## src/include/acs_pkg.sv

```systemverilog
// atm cell screening fifo: shared constants, field layouts and carriers
package acs_pkg;
    // ------------------------------------------------------------
    // cell geometry and storage
    // ------------------------------------------------------------
    localparam int unsigned CELL_BYTES = 53;
    localparam int unsigned HDR_BYTES = 5;
    localparam int unsigned PAY_BYTES = 48;
    localparam int unsigned MEM_DEPTH = 64;
    localparam int unsigned HEC_IDX = 4;
    localparam int unsigned LUT_DEPTH = 16;
    localparam int unsigned LUT_AW = 4;
    localparam int unsigned ACC_CYCLES = 2;
    // ------------------------------------------------------------
    // header check
    // ------------------------------------------------------------
    localparam logic [7:0] CRC_POLY = 8'h07;
    localparam logic [7:0] CRC_INIT = 8'h00;

    // five header bytes as they arrive, first byte in the top bits
    typedef struct packed {
        logic [3:0] gfc;
        logic [3:0] vpi_hi;
        logic [3:0] vpi_lo;
        logic [3:0] vci_a;
        logic [7:0] vci_b;
        logic [3:0] vci_c;
        logic [2:0] pti;
        logic clp;
        logic [7:0] hec;
    } acs_hdr_raw_t;

    // decoded header fields
    typedef struct packed {
        logic [3:0] gfc;
        logic [7:0] vpi;
        logic [15:0] vci;
        logic [2:0] pti;
        logic clp;
        logic [7:0] hec;
    } acs_hdr_t;

    // lookup memory load port
    typedef struct packed {
        logic we;
        logic [LUT_AW-1:0] addr;
        logic [7:0] data;
    } acs_lut_wr_t;

    // one crc-8 step over a byte, msb first
    function automatic logic [7:0] acs_crc8(input logic [7:0] c, input logic [7:0] d);
        logic [7:0] r;
        r = c;
        for (int i = 7; i >= 0; i--) begin
            if (r[7] ^ d[i]) begin
                r = (r << 1) ^ CRC_POLY;
            end else begin
                r = r << 1;
            end
        end
        return r;
    endfunction
endpackage

```

## src/verilog/acs_hdr_xlat.sv

```systemverilog
// header translator: routing byte lookup and 8-bit pass-through register
`timescale 1ns/10ps
module acs_hdr_xlat
    import acs_pkg::*;
(
    input wire logic clk_i, // core clock
    input wire logic reset_i, // sync, active high
    input wire logic byte_valid_i, // one byte offered this cycle
    input wire logic byte_first_i, // offered byte is header byte one
    input wire logic [7:0] byte_i, // offered byte
    input wire logic egress_i, // 1: restore header, 0: translate
    input wire acs_lut_wr_t lut_wr_i, // lookup memory load
    output logic byte_valid_o, // registered byte ready, one cycle
    output logic [7:0] byte_o, // registered byte
    output logic [11:0] vpi_ext_o // expanded path id
);
    typedef struct packed {
        logic valid;
        logic [7:0] data;
        logic [7:0] route;
        logic second;
        logic [11:0] vpi_ext;
    } acs_xlat_st_t;

    acs_xlat_st_t x_q, x_d;
    logic [7:0] lut_q [LUT_DEPTH];
    logic [LUT_AW-1:0] lut_addr;
    logic lut_rd;

    // ------------------------------------------------------------
    // lookup memory
    // ------------------------------------------------------------
    // egress addresses by the destination port held in the routing byte
    assign lut_addr = egress_i ? byte_i[7:4] : byte_i[3:0];
    assign lut_rd = byte_valid_i && byte_first_i;

    // one port: a load that collides with a read is dropped
    always_ff @(posedge clk_i) begin
        if (lut_wr_i.we && !lut_rd) begin
            lut_q[lut_wr_i.addr] <= lut_wr_i.data;
        end
    end

    // ------------------------------------------------------------
    // byte pipeline
    // ------------------------------------------------------------
    always_comb begin
        x_d = x_q;
        x_d.valid = byte_valid_i;
        if (byte_valid_i) begin
            x_d.second = byte_first_i;
            if (byte_first_i) begin
                x_d.data = lut_q[lut_addr];
                x_d.route = lut_q[lut_addr];
            end else begin
                x_d.data = byte_i;
            end
            if (x_q.second) begin
                x_d.vpi_ext = {x_q.route, byte_i[7:4]};
            end
        end
    end

    always_ff @(posedge clk_i) begin
        if (reset_i) begin
            x_q <= '0;
        end else begin
            x_q <= x_d;
        end
    end

    assign byte_valid_o = x_q.valid;
    assign byte_o = x_q.data;
    assign vpi_ext_o = x_q.vpi_ext;
endmodule

```

## src/verilog/acs_cell_screen.sv

```systemverilog
// single-cell screening buffer: header crc check, discard, forward
`timescale 1ns/10ps
module acs_cell_screen
    import acs_pkg::*;
#(
    parameter int unsigned DEPTH = MEM_DEPTH
) (
    input wire logic clk_i, // 125 MHz core clock
    input wire logic reset_i, // sync, active high
    input wire logic in_req_i, // source offers a byte
    input wire logic [7:0] in_data_i, // source byte
    output logic in_ack_o, // byte taken
    output logic out_req_o, // byte offered downstream
    output logic [7:0] out_data_o, // downstream byte
    input wire logic out_ack_i, // downstream took the byte
    input wire logic egress_i, // translator restores header
    input wire acs_lut_wr_t lut_wr_i, // lookup memory load
    output acs_hdr_t hdr_o, // fields of the last checked header
    output logic hdr_ok_o, // header passed, one cycle
    output logic hdr_err_o, // header failed, one cycle
    output logic [11:0] vpi_ext_o // expanded path id
);
    localparam int unsigned PW = $clog2(DEPTH);
    localparam logic [PW-1:0] CELL_LEN = PW'(CELL_BYTES);
    localparam logic [PW-1:0] CELL_LAST = PW'(CELL_BYTES - 1);
    localparam logic [PW-1:0] HEC_POS = PW'(HEC_IDX);
    localparam logic [PW-1:0] PTR_ONE = PW'(1);

    typedef enum logic [1:0] {
        PH_IDLE = 2'b00,
        PH_WR = 2'b01,
        PH_RD = 2'b10
    } acs_phase_t;

    typedef struct packed {
        acs_phase_t phase;
        logic [PW-1:0] addr;
        logic [PW-1:0] wr_ptr;
        logic [PW-1:0] rd_ptr;
        logic [PW-1:0] in_cnt;
        logic [7:0] wdata;
        logic [7:0] crc;
        acs_hdr_raw_t raw;
        acs_hdr_t hdr;
        logic cell_ok;
        logic drop;
        logic rd_wait;
        logic in_ack;
        logic out_req;
        logic hdr_ok;
        logic hdr_err;
    } acs_state_t;

    acs_state_t s_q, s_d;
    logic [7:0] mem_q [DEPTH];
    logic [7:0] rd_byte;
    acs_hdr_raw_t raw_n;
    logic full;
    logic empty;
    logic wr_req;
    logic rd_req;
    logic x_valid;
    logic [7:0] x_byte;
    logic [11:0] x_vpi;

    // ------------------------------------------------------------
    // status and requests
    // ------------------------------------------------------------
    // one cell fills the store; a dropped cell keeps the counter at zero
    assign full = (s_q.wr_ptr == CELL_LEN);
    assign empty = (s_q.rd_ptr == s_q.wr_ptr);
    // a byte is asked for only once its handshake has started
    assign wr_req = in_req_i && !s_q.in_ack && !full;
    // reads wait for a checked header and an idle downstream handshake
    assign rd_req = s_q.cell_ok && !empty && !s_q.rd_wait
        && !s_q.out_req && !out_ack_i;
    assign raw_n = acs_hdr_raw_t'({s_q.raw[8*HDR_BYTES-9:0], s_q.wdata});

    // ------------------------------------------------------------
    // cell store, one shared address
    // ------------------------------------------------------------
    // the phase decides read or write, so one address port suffices
    always_ff @(posedge clk_i) begin
        if (s_q.phase == PH_WR && !s_q.drop) begin
            mem_q[s_q.addr] <= s_q.wdata;
        end
    end
    assign rd_byte = mem_q[s_q.addr];

    // ------------------------------------------------------------
    // control
    // ------------------------------------------------------------
    // arbitration in idle, the access in the following cycle
    always_comb begin
        s_d = s_q;
        s_d.hdr_ok = 1'b0;
        s_d.hdr_err = 1'b0;
        // four-phase return to zero on both ports
        if (s_q.in_ack && !in_req_i) begin
            s_d.in_ack = 1'b0;
        end
        if (s_q.out_req && out_ack_i) begin
            s_d.out_req = 1'b0;
        end
        if (x_valid) begin
            s_d.out_req = 1'b1;
            s_d.rd_wait = 1'b0;
        end
        unique case (s_q.phase)
            PH_IDLE: begin
                // read wins a tie; an empty store has no read to offer
                if (rd_req && (!wr_req || !empty)) begin
                    s_d.phase = PH_RD;
                    s_d.addr = s_q.rd_ptr;
                    s_d.rd_wait = 1'b1;
                end else if (wr_req) begin
                    s_d.phase = PH_WR;
                    s_d.addr = s_q.wr_ptr;
                    s_d.wdata = in_data_i;
                end
            end
            PH_RD: begin
                s_d.phase = PH_IDLE;
                s_d.rd_ptr = s_q.rd_ptr + PTR_ONE;
                // last byte out frees the store for the next cell
                if (s_q.rd_ptr == CELL_LAST) begin
                    s_d.rd_ptr = '0;
                    s_d.wr_ptr = '0;
                    s_d.cell_ok = 1'b0;
                end
            end
            PH_WR: begin
                s_d.phase = PH_IDLE;
                s_d.in_ack = 1'b1;
                s_d.in_cnt = s_q.in_cnt + PTR_ONE;
                if (!s_q.drop) begin
                    s_d.wr_ptr = s_q.wr_ptr + PTR_ONE;
                end
                if (s_q.in_cnt < HEC_POS) begin
                    s_d.crc = acs_crc8(s_q.crc, s_q.wdata);
                    s_d.raw = raw_n;
                end
                if (s_q.in_cnt == HEC_POS) begin
                    s_d.raw = raw_n;
                    s_d.hdr.gfc = raw_n.gfc;
                    s_d.hdr.vpi = {raw_n.vpi_hi, raw_n.vpi_lo};
                    s_d.hdr.vci = {raw_n.vci_a, raw_n.vci_b, raw_n.vci_c};
                    s_d.hdr.pti = raw_n.pti;
                    s_d.hdr.clp = raw_n.clp;
                    s_d.hdr.hec = raw_n.hec;
                    if (s_q.crc == s_q.wdata) begin
                        s_d.cell_ok = 1'b1;
                        s_d.hdr_ok = 1'b1;
                    end else begin
                        // whole cell gone at once; payload still acked
                        s_d.wr_ptr = '0;
                        s_d.drop = 1'b1;
                        s_d.hdr_err = 1'b1;
                    end
                end
                // the 53rd byte closes the cell on the input side
                if (s_q.in_cnt == CELL_LAST) begin
                    s_d.in_cnt = '0;
                    s_d.drop = 1'b0;
                    s_d.crc = CRC_INIT;
                end
            end
            default: begin
                s_d.phase = PH_IDLE;
            end
        endcase
    end

    always_ff @(posedge clk_i) begin
        if (reset_i) begin
            s_q <= '0;
        end else begin
            s_q <= s_d;
        end
    end

    // ------------------------------------------------------------
    // translator on the forward path
    // ------------------------------------------------------------
    acs_hdr_xlat u_xlat (
        .clk_i(clk_i),
        .reset_i(reset_i),
        .byte_valid_i(s_q.phase == PH_RD),
        .byte_first_i(s_q.addr == '0),
        .byte_i(rd_byte),
        .egress_i(egress_i),
        .lut_wr_i(lut_wr_i),
        .byte_valid_o(x_valid),
        .byte_o(x_byte),
        .vpi_ext_o(x_vpi)
    );

    // outputs straight from flops
    assign in_ack_o = s_q.in_ack;
    assign out_req_o = s_q.out_req;
    assign out_data_o = x_byte;
    assign hdr_o = s_q.hdr;
    assign hdr_ok_o = s_q.hdr_ok;
    assign hdr_err_o = s_q.hdr_err;
    assign vpi_ext_o = x_vpi;
endmodule

```

## config.mk

```make
export PLATFORM = sky130hd
export DESIGN_NAME = acs_cell_screen
export DESIGN_NICKNAME = d
export VERILOG_FILES = /design/src/include/acs_pkg.sv /design/src/verilog/acs_hdr_xlat.sv /design/src/verilog/acs_cell_screen.sv
export SDC_FILE = /design/constraint.sdc
export NUM_CORES = 1
export LEC_CHECK = 0
export ABC_AREA = 1
export BUFFER_PORTS_ARGS = -buffer_cell sky130_fd_sc_hd__clkbuf_2
export CAP_MARGIN = 20
export CELL_PAD_IN_SITES_DETAIL_PLACEMENT = 0
export CELL_PAD_IN_SITES_GLOBAL_PLACEMENT = 1
export CORE_MARGIN = 2
export CORE_UTILIZATION = 30
export CTS_CLUSTER_SIZE = 20
export DETAILED_ROUTE_END_ITERATION = 12
export HOLD_SLACK_MARGIN = 0.15
export PLACE_DENSITY = 0.55
export SLEW_MARGIN = 0
export SYNTH_ARGS = -nofsm -noshare
export SYNTH_HDL_FRONTEND = slang
export SYNTH_SLANG_ARGS = --single-unit
```

## constraint.sdc

```tcl
create_clock -name clk_i -period 6.9 [get_ports clk_i]
set_input_delay 2.07 -clock clk_i [delete_from_list [all_inputs] [get_ports clk_i]]
set_output_delay 2.07 -clock clk_i [all_outputs]
set_load 0.03 [all_outputs]
```

==> flow_summary.ini <==
[clock_tree]
cts-buffers-inserted = 89
cts_setup_buffers = 0
cts-resized-gates = 0
clkSinkCount = 797
path_clk_slew_ns = 0.06
holdBufCountCts = 0
clk_latency_ns = 0.67
clockBufferDepth = 3
cts_max_level = 3
cts-root-buf = clkbuf_16
cts_tree = yes

[worst_hold_path]
hp-class = flip-flop to flip-flop

[sta]
finalClockSkew_ns = 0.02593
finalCritPeriodShare = 0.6240
worst_pin_slew_ns = 1.051
post-route-min-period_ns = 4.306
slew_violations = 0
rsz0062_at_grt = false
max_clock_freq_ghz = 0.2322
setup-violations-final = 0
tns_ns = 0
max_slew_margin = 0.2968
hold_violations = 0

[global_routing]
grt_max_degree = 137
track_usage = 0.1629
grt_pass1_wl_mm = 139.4
grt_pass1_vias = 21830
overflow = 0
grt_antenna_before_repair = 1

[floorplanning]
coreArea_mm2 = 0.1089
dieWidth_um = 335.2
design.die.area_mm2 = 0.1123
start_util = 0.3022
fp.dieH_um = 335.2
row_count = 121
io_pins = 90

[pwr]
p_per_area_mw_per_mm2 = 303.5
power_w = 0.01130
ir_worst_vdd_mv = 0.2380
combPwrFrac = 0.098
p_leak_nw = 13.21
internal_power_w = 0.008495
swShare = 0.2486
p_sw_w = 0.002810
p_clk_frac = 0.432
power_frac_seq = 0.471

[synthesis]
async_flop_share = 0
synthesis.area_mm2 = 0.03290
synth-main-ff-cell = edfxtp_1
synth_top_area_cell = edfxtp_1
synth_warnings = 0
ys_types = 37
netlist_instances = 3041
synth_common_cells = edfxtp_1 (640), nand2_1 (566), nand3_1 (384), nor2_1 (351), o21ai_0 (216)
synth_top_area_share = 0.5842
post-synth-top-count-cell = edfxtp_1
synth.yosys.seq_area_share = 0.6797
avgSynthCellArea_um2 = 10.82
synth_edf_count = 640
ys_ff_latch = 797
synth_nets = 3076
synthTopCellsByArea = edfxtp_1 (58%), dfxtp_1 (9.6%), nand2_1 (6.5%), nand3_1 (5.8%), nor2_1 (4.0%)

[place]
globalplace.congestion = 0.8288
place_area_mm2 = 0.03418
port_buffers = 89
dp_hpwl_mm = 56.51

[worst_setup_path]
reg2regPathDepth = 19
crit_chain = clkinv_2 -> buf_12 -> nand3_1 -> nand3_1 -> nand2_1 -> nand2_1 -> nand3_1 -> nand3_1 -> nand2_1 -> nand2_1 -> nand2_1 -> buf_4 -> inv_2 -> nand3_1 -> nand3_1 -> nand3_1 -> nand2_1 -> nand2_1 -> a21oi_1
worstSetupStartpointType = flip-flop
cp-endpoint = u_xlat.x_q[13]$_SDFFE_PP0P_
r2r_slack_ns = 2.59
crit_arrival_ns = 4.83
required_ns = 7.43
critPathMaxStageDelay_ns = 0.60
worst-setup-path-type = flip-flop to flip-flop
r2r-end = u_xlat.x_q[13]$_SDFFE_PP0P_
crit_path_max_fanout = 72
slowest_stage = clkinv_2
crit_path_end_kind = flip-flop

[status]
outcome = complete, no violations

[route]
viasPerCell = 4.905
detail_route.first_pass.iterations = 5
avgRoutedWirePerCell_um = 20.43
drtAntennaViolNets = 0
dr_total_vias = 22180
drc = 0
drtIter0Drc = 1635
routed_wl_mm = 92.38

[finish]
nNetsFinal = 3066
drive_above_1_share = 0.09466
fillers = 10860
final_area_mm2 = 0.03724
area_growth_pct = 13.21

[run]
drv_cap = 0
==> cells by family (layout without fill, tap and decap cells) <==
logic type                 after synthesis  count (layout)  synth area share
AOI/OAI and AO/OA                      433             433           0.07040
xor gates and xnor gates                21              21          0.005591
adders and majority gates                9               9          0.003423
buffers and inverters                  384             449           0.05770
DFF                                    797             797            0.6797
other                                    0               1                 0
and+or+nand+nor                       1397            1397            0.1832
==> stage by stage <==
stage | hold WS [ns] | util | cells | worst slack, ns
final | 0.4662 | 0.3422 | 4521 | 2.594
after global routing | 0.4969 | 0.3422 | 4521 | 2.316
after CTS | 0.4684 | 0.3417 | 4518 | 2.629
after detailed placement | 0.4527 | 0.3140 | 4352 | 2.607
after global placement | 0.4526 | 0.3138 | 4351 | 2.674
after floorplan | 0.4361 | - | 3041 | 3.531
==> worst min-delay path by stage <==
stage	slack, ns	startpoint	to	cells past startpoint
final	0.47	u_xlat.vpi_ext_o[9]$_SDFFE_PP0P_	u_xlat.vpi_ext_o[9]$_SDFFE_PP0P_	2
after CTS	0.47	u_xlat.vpi_ext_o[9]$_SDFFE_PP0P_	u_xlat.vpi_ext_o[9]$_SDFFE_PP0P_	2
after global routing	0.50	u_xlat.vpi_ext_o[7]$_SDFFE_PP0P_	u_xlat.vpi_ext_o[7]$_SDFFE_PP0P_	2
after floorplan	0.44	u_xlat.byte_valid_o$_SDFF_PP0_	out_req_o$_SDFFE_PP0P_	2
after global placement	0.45	u_xlat.vpi_ext_o[7]$_SDFFE_PP0P_	u_xlat.vpi_ext_o[7]$_SDFFE_PP0P_	2
after detailed placement	0.45	u_xlat.vpi_ext_o[9]$_SDFFE_PP0P_	u_xlat.vpi_ext_o[9]$_SDFFE_PP0P_	2
==> critical path, delay by kind of cell, from the launching register on <==
kind	cells	cell delay, ns
compound gates	1	0.06
buf+inv	4	1.81
flops	1	0.43
simple gates	14	1.77
==> routing by layer <==
layer / global-route usage / vias up / share of wire
li1: - / 10520 / -
met4: 0.05744 / 0 / 0.027
met3: 0.02639 / 133 / 0.049
met2: 0.2677 / 548 / 0.47
met1: 0.2175 / 10970 / 0.45
met5: 0 / - / 0
==> power groups by stage <==
stage	clock network [W]	registers, W	logic (W)
final	0.00488	0.00532	0.00110
after global routing	0.00517	0.00533	0.00123
after CTS	0.00499	0.00532	0.00111
after detailed placement	0	0.00542	0.00111
after global placement	0	0.00542	0.00111
after floorplan	0	0.00544	0.000710
==> state kept, by name, summed over array words and instances (netlist names), named ones only <==
signal               cells
u_xlat.byte_valid_o      1
raw_n                   40
mem_q                  512
u_xlat.vpi_ext_o        12
in_ack_o                 1
hdr_err_o                1
s_q                     37
u_xlat.byte_o            8
hdr_o                   40
u_xlat.lut_q           128
out_req_o                1
hdr_ok_o                 1
u_xlat.x_q               9
==> placed cells by master, fill, tap and decap left out, drive strengths merged <==
cell type,instances
dfxtp,157
a31oi,1
clkinv,38
or2,5
a21oi,96
a22oi,7
o221ai,1
nor4,4
xor2,5
ha,9
and3,2
nand2,568
clkinvlp,6
nand3b,56
buf,40
o21ai,246
nor3,15
a31o,1
inv,153
nand3,385
bufinv,12
nand4,6
nor2,351
xnor2,16
o22ai,73
nor3b,5
clkbuf,200
edfxtp,640
o211ai,5
diode,1
a221oi,3
==> area by class of cell <==
cell class | instances | area (um^2) | area share
Multi-Input combinational cell | 1860 | 8648 | 0.2322
Tap cell | 1414 | 1769 | 0.04750
Clock buffer | 111 | 2395 | 0.06430
Timing Repair Buffer | 129 | 848.3 | 0.02278
Antenna cell | 1 | 2.502 | 0.00006719
Clock inverter | 55 | 616.8 | 0.01656
Inverter | 154 | 584.3 | 0.01569
Sequential cell | 797 | 22380 | 0.6009
Note: power is estimated with default switching activity, not from simulation.
